<file path="src/pkg/sprc_defs.svh">
// Register offsets, field positions, reset values and timing counts
`ifndef SPRC_DEFS_SVH
`define SPRC_DEFS_SVH
`define SPRC_OFF_CONTROL  12'h000
`define SPRC_OFF_STATUS   12'h004
`define SPRC_OFF_DATA     12'h008
`define SPRC_CTL_RATE_HI  7
`define SPRC_CTL_ENABLE   6
`define SPRC_CTL_SS_IGN   5
`define SPRC_CTL_MASTER   4
`define SPRC_CTL_CLOCK_IDLE_LEVEL     3
`define SPRC_CTL_SAMPLE_EDGE_SELECT     2
`define SPRC_CTL_RATE_MID 1
`define SPRC_CTL_RATE_LO  0
`define SPRC_STA_DONE     7
`define SPRC_STA_WRITE_COLLISION_FLAG     6
`define SPRC_STA_MODE_FAULT_FLAG     4
`define SPRC_CTL_RESET    8'h14
`define SPRC_BITS         4'h8
`define SPRC_RATE_EXT     3'h7
`endif

</file>
<file path="src/pkg/sprc_pkg.sv">
// Types shared by the serial peripheral controller
package sprc_pkg;
  typedef enum logic [1:0] {
    SPRC_IDLE,
    SPRC_LEAD,
    SPRC_TRAIL
  } sprc_state_t;
endpackage

</file>
<file path="src/rtl/sprc_core.sv">
// Serial peripheral controller: APB registers, master/slave shift engine
`timescale 1ns/1ps
`default_nettype none
`include "sprc_defs.svh"
// Function
// - Control bits 7,1,0 select clock rate
// - Control bit 6 enables interface
// - Bit 5 ignores select, not slave phase0
// - Control bit 4 selects master role
// - Control bit 3 sets clock idle level
// - Control bit 2 selects sampling edge
// - Rate codes divide 2..128, 111 external
// - Status bit 7 transfer done flag
// - Status bit 6 write collision flag
// - Status bit 4 mode fault flag
// - Data write loads shift register directly
// - Data read returns receive buffer
// - Registers accessible when no exchange running
// - Clearing enable aborts transfer at once
// - Done clears: status read, data read
// - Master mode fault drops enable, master
// - Fault clears: status read, control write
// - Collision: no interrupt, clears status+data
module sprc_core
  import sprc_pkg::*;
(
  input  wire logic        i_mclk,     // Peripheral clock
  input  wire logic        i_reset,    // Sync reset, active high
  input  wire logic        psel,       // APB select
  input  wire logic        penable,    // APB access phase
  input  wire logic        pwrite,     // APB direction
  input  wire logic [11:0] paddr,      // APB byte address
  input  wire logic [31:0] pwdata,     // APB write data
  output logic      [31:0] prdata,     // APB read data
  output logic             pready,     // APB ready
  output logic             pslverr,    // APB error
  input  wire logic        i_brg_tick, // Baud generator pulse
  input  wire logic        i_sck,      // Serial clock in (slave)
  output logic             o_sck,      // Serial clock out
  output logic             o_sck_oe_n, // Clock enable, low drives
  input  wire logic        i_miso,     // Data in (master)
  output logic             o_miso,     // Data out (slave)
  output logic             o_miso_oe_n,// Slave data enable, low
  input  wire logic        i_mosi,     // Data in (slave)
  output logic             o_mosi,     // Data out (master)
  output logic             o_mosi_oe_n,// Master data enable, low
  input  wire logic        i_ss_n,     // Slave select, active low
  output logic             o_tx_irq,   // Transmitter request
  output logic             o_err_irq   // Mode fault request
);

  logic [7:0]  ctl_reg;
  logic [7:0]  shift_reg;
  logic [7:0]  rxbuf_reg;
  logic        done_reg;
  logic        write_collision_flag_reg;
  logic        mode_fault_flag_reg;
  logic        stat_rd_reg;
  logic        busy_reg;
  logic [3:0]  bits_reg;
  logic        sck_reg;
  logic [6:0]  div_reg;
  logic        sck_in_reg;
  logic        ss_prev_reg;
  logic        smp_reg;
  sprc_state_t state_reg;

  function automatic logic hit(input logic [11:0] a, input logic [11:0] o);
    hit = (a == o);
  endfunction

  // Bus decode
  wire acc      = psel & penable;
  wire wr       = acc & pwrite;
  wire rd       = acc & ~pwrite;
  wire sel_ctl  = hit(paddr, `SPRC_OFF_CONTROL);
  wire sel_sta  = hit(paddr, `SPRC_OFF_STATUS);
  wire sel_dat  = hit(paddr, `SPRC_OFF_DATA);
  wire mapped   = sel_ctl | sel_sta | sel_dat;
  wire wr_ctl   = wr & sel_ctl;
  wire wr_dat   = wr & sel_dat;
  wire rd_sta   = rd & sel_sta;
  wire acc_dat  = acc & sel_dat;
  wire rd_dat   = rd & sel_dat;

  // Configuration fields
  // interface enable bit
  wire enable   = ctl_reg[`SPRC_CTL_ENABLE];
  wire master   = ctl_reg[`SPRC_CTL_MASTER];
  wire clock_idle_level     = ctl_reg[`SPRC_CTL_CLOCK_IDLE_LEVEL];
  wire sample_edge_select     = ctl_reg[`SPRC_CTL_SAMPLE_EDGE_SELECT];
  wire ss_ign   = ctl_reg[`SPRC_CTL_SS_IGN];
  wire [2:0] rate = {ctl_reg[`SPRC_CTL_RATE_HI],
                     ctl_reg[`SPRC_CTL_RATE_MID],
                     ctl_reg[`SPRC_CTL_RATE_LO]};

  wire [6:0] div_lim = 7'(({7'h0, 1'b1} << rate) - 7'h1);
  wire half_tick = (rate == `SPRC_RATE_EXT) ? i_brg_tick
                                            : (div_reg >= div_lim);

  wire ss_used  = ~ss_ign | (~master & ~sample_edge_select);
  wire ss_act   = ss_used & ~i_ss_n;
  wire slave_on = enable & ~master & (ss_act | ~ss_used);
  wire mode_fault_flag_set = enable & master & ~ss_ign & ~i_ss_n;

  // Slave clock edges, idle-relative
  wire sck_lvl  = i_sck ^ clock_idle_level;
  wire s_lead   = slave_on & sck_lvl & ~sck_in_reg;
  wire s_trail  = slave_on & ~sck_lvl & sck_in_reg;
  wire ss_fall  = ~i_ss_n & ss_prev_reg;
  wire s_sample = sample_edge_select ? s_trail : s_lead;
  wire s_shift  = sample_edge_select ? s_lead  : s_trail;
  wire s_data   = i_mosi;

  // Master edges from the divider
  wire m_run    = enable & master & busy_reg;
  wire m_lead   = m_run & half_tick & (state_reg != SPRC_TRAIL);
  wire m_trail  = m_run & half_tick & (state_reg == SPRC_TRAIL);
  wire m_sample = sample_edge_select ? m_trail : m_lead;
  wire m_shift  = sample_edge_select ? m_lead  : m_trail;

  wire sample   = master ? m_sample : s_sample;
  wire shift_ev = master ? m_shift  : s_shift;
  wire in_bit   = master ? i_miso   : s_data;
  wire last_bit = (bits_reg == `SPRC_BITS - 4'h1);
  // Phase 0 ends on the last trailing edge, so all 8 clocks go out
  wire end_p0   = ~sample_edge_select & shift_ev & (bits_reg == `SPRC_BITS);
  wire end_p1   = sample_edge_select & sample & last_bit;
  wire xfer_end = busy_reg & (end_p0 | end_p1);
  // Output changes only on the shift edge, never on the sample edge
  wire do_shift = busy_reg & shift_ev & (bits_reg != 4'h0);
  wire [7:0] shift_nxt = {shift_reg[6:0], smp_reg};
  wire [7:0] rx_nxt    = end_p1 ? {shift_reg[6:0], in_bit} : shift_nxt;
  wire load     = wr_dat & ~busy_reg;
  wire write_collision_flag_set = wr_dat & busy_reg;
  wire s_start  = ~master & slave_on & ~busy_reg &
                  (sample_edge_select ? s_lead : (ss_fall | s_sample));

  // Sticky pending-clear marker after status read
  wire stat_seen = stat_rd_reg | rd_sta;

  wire abort    = ~enable;

  always_ff @(posedge i_mclk) begin
    if (i_reset) begin
      ctl_reg <= `SPRC_CTL_RESET;
    end else if (mode_fault_flag_set) begin
      ctl_reg[`SPRC_CTL_ENABLE] <= 1'b0;
      ctl_reg[`SPRC_CTL_MASTER] <= 1'b0;
    end else if (wr_ctl) begin
      ctl_reg <= pwdata[7:0];
    end
  end

  always_ff @(posedge i_mclk) begin
    if (i_reset) begin
      div_reg <= 7'h0;
    end else if (~m_run | half_tick) begin
      div_reg <= 7'h0;
    end else begin
      div_reg <= div_reg + 7'h1;
    end
  end

  always_ff @(posedge i_mclk) begin
    if (i_reset) begin
      sck_in_reg  <= 1'b0;
      ss_prev_reg <= 1'b1;
    end else begin
      sck_in_reg  <= sck_lvl;
      ss_prev_reg <= i_ss_n;
    end
  end

  always_ff @(posedge i_mclk) begin
    if (i_reset || abort) begin
      busy_reg  <= 1'b0;
      bits_reg  <= 4'h0;
      sck_reg   <= 1'b0;
      state_reg <= SPRC_IDLE;
    end else if (load && master) begin
      busy_reg  <= 1'b1;
      bits_reg  <= 4'h0;
      state_reg <= SPRC_LEAD;
    end else if (s_start) begin
      busy_reg  <= 1'b1;
      bits_reg  <= (!sample_edge_select && s_sample) ? 4'h1 : 4'h0;
    end else if (xfer_end) begin
      busy_reg  <= 1'b0;
      bits_reg  <= 4'h0;
      sck_reg   <= 1'b0;
      state_reg <= SPRC_IDLE;
    end else begin
      if (sample) begin
        bits_reg <= bits_reg + 4'h1;
      end
      if (m_lead) begin
        sck_reg   <= 1'b1;
        state_reg <= SPRC_TRAIL;
      end else if (m_trail) begin
        sck_reg   <= 1'b0;
        state_reg <= SPRC_LEAD;
      end
    end
  end

  always_ff @(posedge i_mclk) begin
    if (i_reset) begin
      shift_reg <= 8'h00;
    end else if (load) begin
      shift_reg <= pwdata[7:0];
    end else if (do_shift) begin
      shift_reg <= shift_nxt;
    end
  end

  // Sampled bit held until the shift edge
  always_ff @(posedge i_mclk) begin
    if (i_reset) begin
      smp_reg <= 1'b0;
    end else if (sample) begin
      smp_reg <= in_bit;
    end
  end

  always_ff @(posedge i_mclk) begin
    if (i_reset) begin
      rxbuf_reg <= 8'h00;
    end else if (xfer_end) begin
      rxbuf_reg <= rx_nxt;
    end
  end

  always_ff @(posedge i_mclk) begin
    if (i_reset) begin
      stat_rd_reg <= 1'b0;
    end else if (acc_dat || wr_ctl) begin
      stat_rd_reg <= 1'b0;
    end else if (rd_sta) begin
      stat_rd_reg <= 1'b1;
    end
  end

  always_ff @(posedge i_mclk) begin
    if (i_reset) begin
      done_reg <= 1'b0;
    end else if (xfer_end) begin
      done_reg <= 1'b1;
    end else if ((rd_dat && stat_rd_reg) || load) begin
      done_reg <= 1'b0;
    end
  end

  always_ff @(posedge i_mclk) begin
    if (i_reset) begin
      write_collision_flag_reg <= 1'b0;
    end else if (write_collision_flag_set) begin
      write_collision_flag_reg <= 1'b1;
    end else if (acc_dat && stat_rd_reg) begin
      write_collision_flag_reg <= 1'b0;
    end
  end

  always_ff @(posedge i_mclk) begin
    if (i_reset) begin
      mode_fault_flag_reg <= 1'b0;
    end else if (mode_fault_flag_set) begin
      mode_fault_flag_reg <= 1'b1;
    end else if (wr_ctl && stat_rd_reg) begin
      mode_fault_flag_reg <= 1'b0;
    end
  end

  assign pready  = 1'b1;
  assign pslverr = acc & ~mapped;
  wire [7:0] sta_val = {done_reg, write_collision_flag_reg, 1'b0, mode_fault_flag_reg, 4'h0};
  wire [7:0] rd_val  = sel_ctl ? ctl_reg :
                       sel_sta ? sta_val :
                       sel_dat ? rxbuf_reg : 8'h00;
  assign prdata = {24'h0, rd_val};

  assign o_sck       = sck_reg ^ clock_idle_level;
  assign o_sck_oe_n  = ~(enable & master);
  assign o_mosi      = shift_reg[7];
  assign o_mosi_oe_n = ~(enable & master);
  assign o_miso      = shift_reg[7];
  assign o_miso_oe_n = ~(slave_on & (ss_act | ~ss_used));
  assign o_tx_irq    = done_reg;
  assign o_err_irq   = mode_fault_flag_reg & ~ss_ign;

  wire unused_ok = stat_seen;

endmodule // sprc_core
`default_nettype wire

</file>
<file path="config.mk">
export PLATFORM = sky130hd
export DESIGN_NAME = sprc_core
export DESIGN_NICKNAME = d
export VERILOG_FILES = /design/src/pkg/sprc_pkg.sv /design/src/rtl/sprc_core.sv
export VERILOG_INCLUDE_DIRS = /design/src /design/src/pkg
export SDC_FILE = /design/constraint.sdc
export NUM_CORES = 1
export LEC_CHECK = 0
export ABC_AREA = 1
export ABC_CLOCK_PERIOD_IN_PS = 2500
export BUFFER_PORTS_ARGS = -buffer_cell sky130_fd_sc_hd__buf_2
export CAP_MARGIN = 20
export CORE_MARGIN = 5
export CORE_UTILIZATION = 46
export CTS_CLUSTER_SIZE = 28
export DETAILED_ROUTE_END_ITERATION = 8
export PLACE_DENSITY = 0.87
export SLEW_MARGIN = 20
export SYNTH_ARGS = -nofsm -noshare
export SYNTH_HDL_FRONTEND = slang
export SYNTH_SLANG_ARGS = --single-unit
</file>
<file path="constraint.sdc">
create_clock -name i_mclk -period 2.5 [get_ports i_mclk]
set_input_delay 0.375 -clock i_mclk [delete_from_list [all_inputs] [get_ports i_mclk]]
set_output_delay 0.375 -clock i_mclk [all_outputs]
set_load 0.005 [all_outputs]
</file>
==> results of run 1 <==
routing by layer:
metal | track usage | up-vias | wire, um
met1 | 0.2358 | 1277 | 2877
met4 | 0.09341 | 0 | 178
met5 | 0 | - | 0
li1 | - | 1390 | -
met2 | 0.3322 | 115 | 3669
met3 | 0.03857 | 15 | 580
layout make-up:
class                           count  share of cell area
Multi-Input combinational cell    297              0.5043
Sequential cell                    46              0.2586
Timing Repair Buffer               78              0.1409
Inverter                           41             0.04408
Tap cell                           75             0.02603
Clock buffer                        6             0.02291
Clock inverter                      2            0.003124
repair_timing:
item / CTS / global route
cloned: 3 / 0
buffers inserted: 6 / 4
setup endpoints to repair: 26 / 33
pin swaps: 3 / 18
hold buffers: 0 / 0
gates resized for setup: 17 / 36
cell usage in the layout (no fill, tap or decap), types with 2 or more instances in the layout:
master,n
sky130_fd_sc_hd__nand3_4,3
sky130_fd_sc_hd__xnor2_1,2
sky130_fd_sc_hd__inv_4,3
sky130_fd_sc_hd__buf_2,46
sky130_fd_sc_hd__inv_2,3
sky130_fd_sc_hd__nand2_4,5
sky130_fd_sc_hd__dfxtp_1,43
sky130_fd_sc_hd__nand4_1,3
sky130_fd_sc_hd__o21ai_1,8
sky130_fd_sc_hd__nand3_1,14
sky130_fd_sc_hd__nor2_1,46
sky130_fd_sc_hd__buf_6,10
sky130_fd_sc_hd__nand2_1,63
sky130_fd_sc_hd__nor3_1,4
sky130_fd_sc_hd__o21ai_2,7
sky130_fd_sc_hd__a31oi_1,2
sky130_fd_sc_hd__o31ai_1,2
sky130_fd_sc_hd__o211ai_1,3
sky130_fd_sc_hd__a22oi_1,3
sky130_fd_sc_hd__dfxtp_4,3
sky130_fd_sc_hd__conb_1,25
sky130_fd_sc_hd__nor2_2,11
sky130_fd_sc_hd__inv_1,36
sky130_fd_sc_hd__nor2_4,3
sky130_fd_sc_hd__o32ai_1,4
sky130_fd_sc_hd__nor3_2,2
sky130_fd_sc_hd__buf_4,22
sky130_fd_sc_hd__nor4_1,3
sky130_fd_sc_hd__clkbuf_8,6
sky130_fd_sc_hd__nand2_2,8
sky130_fd_sc_hd__nand3_2,6
sky130_fd_sc_hd__a21oi_2,7
sky130_fd_sc_hd__ha_1,10
sky130_fd_sc_hd__o21ai_0,12
sky130_fd_sc_hd__xor2_1,8
sky130_fd_sc_hd__nand2_8,4
sky130_fd_sc_hd__a21oi_1,17
worst max path at each step:
stage	endpoint	startpoint	slack [ns]
2_1_floorplan	bits_reg[0]$_SDFFE_PP0P_	ctl_reg[1]$_SDFFE_PP0P_	-0.06
3_3_place_gp	bits_reg[3]$_SDFFE_PP0P_	ctl_reg[0]$_SDFFE_PP0P_	-0.24
3_5_place_dp	bits_reg[3]$_SDFFE_PP0P_	ctl_reg[0]$_SDFFE_PP0P_	-0.33
4_1_cts	bits_reg[0]$_SDFFE_PP0P_	ctl_reg[0]$_SDFFE_PP0P_	-0.29
5_1_grt	bits_reg[0]$_SDFFE_PP0P_	ctl_reg[1]$_SDFFE_PP0P_	-0.56
6_report	bits_reg[0]$_SDFFE_PP0P_	ctl_reg[1]$_SDFFE_PP0P_	-0.34
critical path, cell delays in order (launching register included):
cell and delay, ns:
sky130_fd_sc_hd__dfxtp_4 0.37, sky130_fd_sc_hd__nor2_4 0.12, sky130_fd_sc_hd__nand2_2 0.08, sky130_fd_sc_hd__ha_4 0.18, sky130_fd_sc_hd__o21ai_4 0.06, sky130_fd_sc_hd__buf_4 0.13
sky130_fd_sc_hd__xnor2_1 0.07, sky130_fd_sc_hd__ha_1 0.29, sky130_fd_sc_hd__nand2_1 0.06, sky130_fd_sc_hd__nor2_2 0.12, sky130_fd_sc_hd__nand2_1 0.06, sky130_fd_sc_hd__nand2_1 0.06
sky130_fd_sc_hd__nor2_2 0.04, sky130_fd_sc_hd__nand2_2 0.09, sky130_fd_sc_hd__nand4_1 0.13, sky130_fd_sc_hd__nand2_1 0.11, sky130_fd_sc_hd__nand2_2 0.08, sky130_fd_sc_hd__nand2_4 0.08
sky130_fd_sc_hd__nand2_4 0.06, sky130_fd_sc_hd__nand2_4 0.14, sky130_fd_sc_hd__nand2_8 0.09, sky130_fd_sc_hd__buf_6 0.16, sky130_fd_sc_hd__nand3_4 0.05, sky130_fd_sc_hd__nand2_2 0.06
sky130_fd_sc_hd__inv_2 0.04, sky130_fd_sc_hd__nor2_2 0.03
cells in the mapped netlist, types with 8 or more instances:
cell,number,area (sq um)
sky130_fd_sc_hd__ha_1,11,137.6
sky130_fd_sc_hd__buf_4,29,217.7
sky130_fd_sc_hd__o21ai_1,8,40.04
sky130_fd_sc_hd__nor2_1,54,202.7
sky130_fd_sc_hd__inv_1,39,146.4
sky130_fd_sc_hd__o21ai_0,20,100.1
sky130_fd_sc_hd__a21oi_1,23,115.1
sky130_fd_sc_hd__nand3_1,22,110.1
sky130_fd_sc_hd__dfxtp_1,46,920.9
sky130_fd_sc_hd__nand2_1,68,255.2
sky130_fd_sc_hd__xor2_1,8,70.07
kinds of logic (layout without fill, tap and decap cells):
logic type / Yosys count / after routing / share of synthesized area
flip-flops: 46 / 46 / 0.3286
AO/OA/AOI/OAI: 72 / 72 / 0.1491
multiplexers: 1 / 1 / 0.003572
buffers and inverters: 75 / 127 / 0.1446
AND/OR/NAND/NOR: 176 / 178 / 0.2911
XOR/XNOR: 10 / 10 / 0.03125
adder cells (fa/ha/maj): 11 / 11 / 0.04911
other: 2 / 25 / 0.002680
where the power goes:
group	internal, mW	total [mW]	switching (mW)
registers	0.730	0.731	0.000722
logic	0.0261	0.0718	0.0457
clock network	0.223	0.486	0.262
==> impl_metrics.toml, run 1 <==
[outcome]
status = "finished with violations"
violations = "negative setup slack"

[global_routing]
grt-ovfl-total = 0
antenna_found_initial = 0
first_pass_grt_wire_length_um = 12000
vias_in_the_first_global_route = 2725
largest_net_degree_at_the_start_of_global_routing = 19
grt.total_usage = 0.1952

[route]
detail_route.iter0.violations = 165
routed_wirelength_um = 7305
drt_first_pass_iters = 5
drt-vias-per-instance = 5.132
dr_total_vias = 2797
drc = 0
drt.antenna.violating_nets = 0
avgRoutedWirePerCell_um = 13.40

[power_and_ir_drop]
totalPowerFinal_mw = 1.289
powerDensity_nw_per_um2 = 357.5
leakagePower_nw = 1.622
peakVddDrop_uv = 305.4

[setup_path]
ff2ff_path_depth = 25
timing.critical_path.from_type = "flip-flop"
critPathArrivalTime_ns = 3.06
timing.critical_path.to_type = "flip-flop"
reg2reg_slack_ns = -0.34
r2r_end = "bits_reg[0]$_SDFFE_PP0P_"
worst-path-max-fanout = 5
worst-endpoint-required_ns = 2.72
worst-setup-path-type = "reg -> reg"
r2r_start = "ctl_reg[1]$_SDFFE_PP0P_"

[worst_hold_path]
hold_depth = 3
worst_hold_path_type = "in -> reg"
min_from = "i_ss_n"
worst_hold_path.endpoint = "ss_prev_reg$_SDFF_PP1_"

[final_layout]
fin_area_sq_um = 3605
finish.cell_count_without_fillers = 545
finalCoreUtilization = 0.6088
ff_latch_area_sq_um = 932.1
antenna_cells = 0
fraction_of_layout_cells_with_a_size_suffix_above_1 = 0.3298
fill_cells = 505
final_nets = 534
synthToLayoutAreaGrowth_pct = 28.62
multi_input_comb_area_sq_um = 1818

[synth]
synthesis.yosys.warnings = 0
part_of_the_yosys_area_used_for_sequential_elements = 0.3286
ys_ff_latch = 46
synth-main-ff-cell = "sky130_fd_sc_hd__dfxtp_1"
synth_edf_count = 0
ys_async_sr_fraction = 0
post_synth_num_cell_types = 43
mapped_area_sq_um = 2803
synthCells = 393
syn_avg_cell_area_sq_um = 7.132

[place]
placement.io_buffers = 46
place_area_sq_um = 3197
place.detailed.instances = 524
place_hpwl_um = 5275
place.gp.congestion = 0.8683
place_worst_setup_slack_ns = -0.3272

[sta]
slew_headroom = 0.6124
final-max-slew-violation-count = 0
hold-worst-slack_ns = 0.3228
hold_viol = 0
setup-tns-final_ns = -7.020
max_freq_mhz = 352.2
slack_of_the_critical_path_ns = -0.3390
clock_skew_ns = 0.01056
timing_worst_slew_pin_value_ns = 0.5808
setup_repair_after_global_routing_missed_its_margin = "true"
timing.final.crit_share = 1.136
setup_viol_count_final = 26
final_min_period_ns = 2.839

[clocking]
clk_root_buffer_cell = "sky130_fd_sc_hd__clkbuf_8"
clock_tree_from_tritoncts = "done"
cts_htree_levels = 2
cts_buffers = 5
insertion_delay_ns = 0.31
tritoncts_num_sinks = 46
clock_tree.buffer_depth = 2
worst_setup_hold_path_clk_slew_ns = 0.09

[flow_run]
maxCapViolCount = 0

[die]
die_area_sq_um = 7754
floorplan.initialDensity = 0.4734
std_cell_rows = 28
pin_count = 96
fp.coreArea_sq_um = 5921
fp.dieH_um = 88.06
die_w_um = 88.06
(Power assumes the default switching activity.)
==> inputs of run 2 (changes only) <==
==> constraint.sdc (replaced) <==
create_clock -name i_mclk -period 2.5 [get_ports i_mclk]
set_input_delay 0.25 -clock i_mclk [delete_from_list [all_inputs] [get_ports i_mclk]]
set_output_delay 0.25 -clock i_mclk [all_outputs]
set_load 0.005 [all_outputs]
==> run 2 against run 1 <==
The run still ends with negative setup slack left. Sequential share of layout area grew 0.72 points. Clock skew shrank 0.0043 ns. First-iteration DRC count shrank 42%.
==> impl_metrics.toml, run 2 (synthesized netlist as in run 1, its figures left out) <==
[outcome]
status = "finished with violations"
violations = "negative setup slack"

[setup_path]
r2r_start = "ctl_reg[1]$_SDFFE_PP0P_"
worst-path-max-fanout = 6
worst-endpoint-required_ns = 2.71
critPathArrivalTime_ns = 3.15
cpPeakStageDelay_ns = 0.37
worst-setup-path-type = "reg -> reg"
timing.critical_path.from_type = "flip-flop"
r2r_end = "rxbuf_reg[6]$_SDFFE_PP0P_"
cpMaxStageDelayCell = "sky130_fd_sc_hd__dfxtp_4"
timing.critical_path.from = "ctl_reg[1]$_SDFFE_PP0P_"
critical_path_cell_by_cell = "nor2_4 -> nand2_2 -> ha_4 -> o21ai_4 -> a21oi_2 -> xor2_1 -> ha_1 -> nand2_2 -> nor2_2 -> nand2_1 -> nand2_1 -> nor2_2 -> nand2_2 -> nand4_1 -> nand2_1 -> nand2_1 -> nand2_2 -> nand2_4 -> nand2_4 -> nand2_8 -> buf_6 -> buf_6 -> o21ai_1 -> nor2_1"
timing.critical_path.to_type = "flip-flop"
reg2reg_slack_ns = -0.44
cp_top_family = "simple AND/OR/NAND/NOR gates"
timing.critical_path.buf_inv = 2
ff2ff_path_depth = 24

[place]
place.gp.congestion = 0.8831
place_hpwl_um = 5423
place.detailed.instances = 523
place_area_sq_um = 3189
placement.io_buffers = 46
place_worst_setup_slack_ns = -0.3460

[global_routing]
grt-ovfl-total = 0
first_pass_grt_wire_length_um = 11980
largest_net_degree_at_the_start_of_global_routing = 19
grt.total_usage = 0.1921
vias_in_the_first_global_route = 2766
antenna_found_initial = 0

[route]
drt.antenna.violating_nets = 0
routed_wirelength_um = 7369
drc = 0
avgRoutedWirePerCell_um = 13.67
drt_first_pass_iters = 4
dr_total_vias = 2803
drt-vias-per-instance = 5.200
detail_route.iter0.violations = 95

[sta]
setup_repair_after_global_routing_missed_its_margin = "true"
timing_worst_slew_pin_value_ns = 0.5778
final-max-slew-violation-count = 0
hold-worst-slack_ns = 0.1884
slew_headroom = 0.6134
timing.final.crit_share = 1.175
slack_of_the_critical_path_ns = -0.4384
hold_viol = 0
setup_viol_count_final = 26
final_min_period_ns = 2.938
clock_skew_ns = 0.006238
setup-tns-final_ns = -9.098
max_freq_mhz = 340.3

[die]
pin_count = 96
fp.dieH_um = 88.06
floorplan.initialDensity = 0.4734
std_cell_rows = 28
die_area_sq_um = 7754
die_w_um = 88.06
fp.coreArea_sq_um = 5921

[clocking]
clock_tree_from_tritoncts = "done"
clock_tree.buffer_depth = 2
cts_htree_levels = 2
tritoncts_num_sinks = 46
cts_buffers = 5
postCtsHoldBufs = 0
worst_setup_hold_path_clk_slew_ns = 0.10
clk_root_buffer_cell = "sky130_fd_sc_hd__clkbuf_8"
insertion_delay_ns = 0.31

[final_layout]
finish.cell_count_without_fillers = 539
fill_cells = 503
fin_area_sq_um = 3507
finalCoreUtilization = 0.5924
final_nets = 528
final_cell_mix = "sky130_fd_sc_hd__nand2_1 (63), sky130_fd_sc_hd__nor2_1 (48), sky130_fd_sc_hd__buf_2 (46)"
final_common_cell = "sky130_fd_sc_hd__nand2_1"
fraction_of_layout_cells_with_a_size_suffix_above_1 = 0.3125
synthToLayoutAreaGrowth_pct = 25.13
antenna_cells = 0

[power_and_ir_drop]
peakVddDrop_uv = 384.6
totalPowerFinal_mw = 1.293
power.switching_fraction = 0.2531
power.share.combinational = 0.055
share_seq_of_total_power = 0.566
clock_power_share = 0.380
powerDensity_nw_per_um2 = 368.6
leakagePower_nw = 1.576
netSwitchingPower_mw = 0.3272
power.internal_mw = 0.9654

[worst_hold_path]
hold_depth = 3
min_from = "i_ss_n"
worst_hold_path_type = "in -> reg"
worst_hold_path.endpoint = "ss_prev_reg$_SDFF_PP1_"

[flow_run]
maxCapViolCount = 0
-- run 2: timing repair --
action / in CTS / in global routing
gates resized for setup: 13 / 29
setup endpoints to repair: 26 / 33
cloned: 1 / 0
pin swaps: 4 / 20
buffers inserted: 2 / 5
-- run 2: worst max-delay path by stage --
stage,to,slack (ns),depth (start not counted)
6_report,rxbuf_reg[6]$_SDFFE_PP0P_,-0.44,24
5_1_grt,rxbuf_reg[4]$_SDFFE_PP0P_,-0.65,24
4_1_cts,bits_reg[3]$_SDFFE_PP0P_,-0.33,23
3_5_place_dp,bits_reg[3]$_SDFFE_PP0P_,-0.35,23
3_3_place_gp,bits_reg[3]$_SDFFE_PP0P_,-0.20,23
2_1_floorplan,bits_reg[0]$_SDFFE_PP0P_,-0.06,25
-- run 2: per-layer routing --
layer,share of wire,up-vias,wire length [um],track usage
met5,0,-,0,0
met4,0.027,0,197,0.06456
met3,0.088,23,646,0.03763
met2,0.51,120,3741,0.3370
met1,0.38,1276,2783,0.2351
li1,-,1384,-,-
-- run 2: layout make-up --
type,instances,area (sq um),area share
inverter,41,158.9,0.04531
tap,75,93.84,0.02676
clock inverter,3,28.78,0.008206
sequential,46,932.1,0.2658
multi-input combinational,296,1769,0.5045
clock buffer,5,68.82,0.01962
timing repair buffer,73,455.4,0.1299
-- run 2: worst min-delay path, cell delays in order --
cell	delay, ns
sky130_fd_sc_hd__buf_2	0.09
sky130_fd_sc_hd__inv_1	0.06
sky130_fd_sc_hd__nand2_1	0.06
-- run 2: power groups by stage --
stage                     sequential, mW  clock [mW]  combinational [mW]
after floorplan                    0.749           0              0.0622
after global placement             0.749           0              0.0652
after detailed placement           0.749           0              0.0661
after CTS                          0.731       0.503              0.0671
after global routing               0.732       0.549              0.0794
final                              0.731       0.491              0.0707
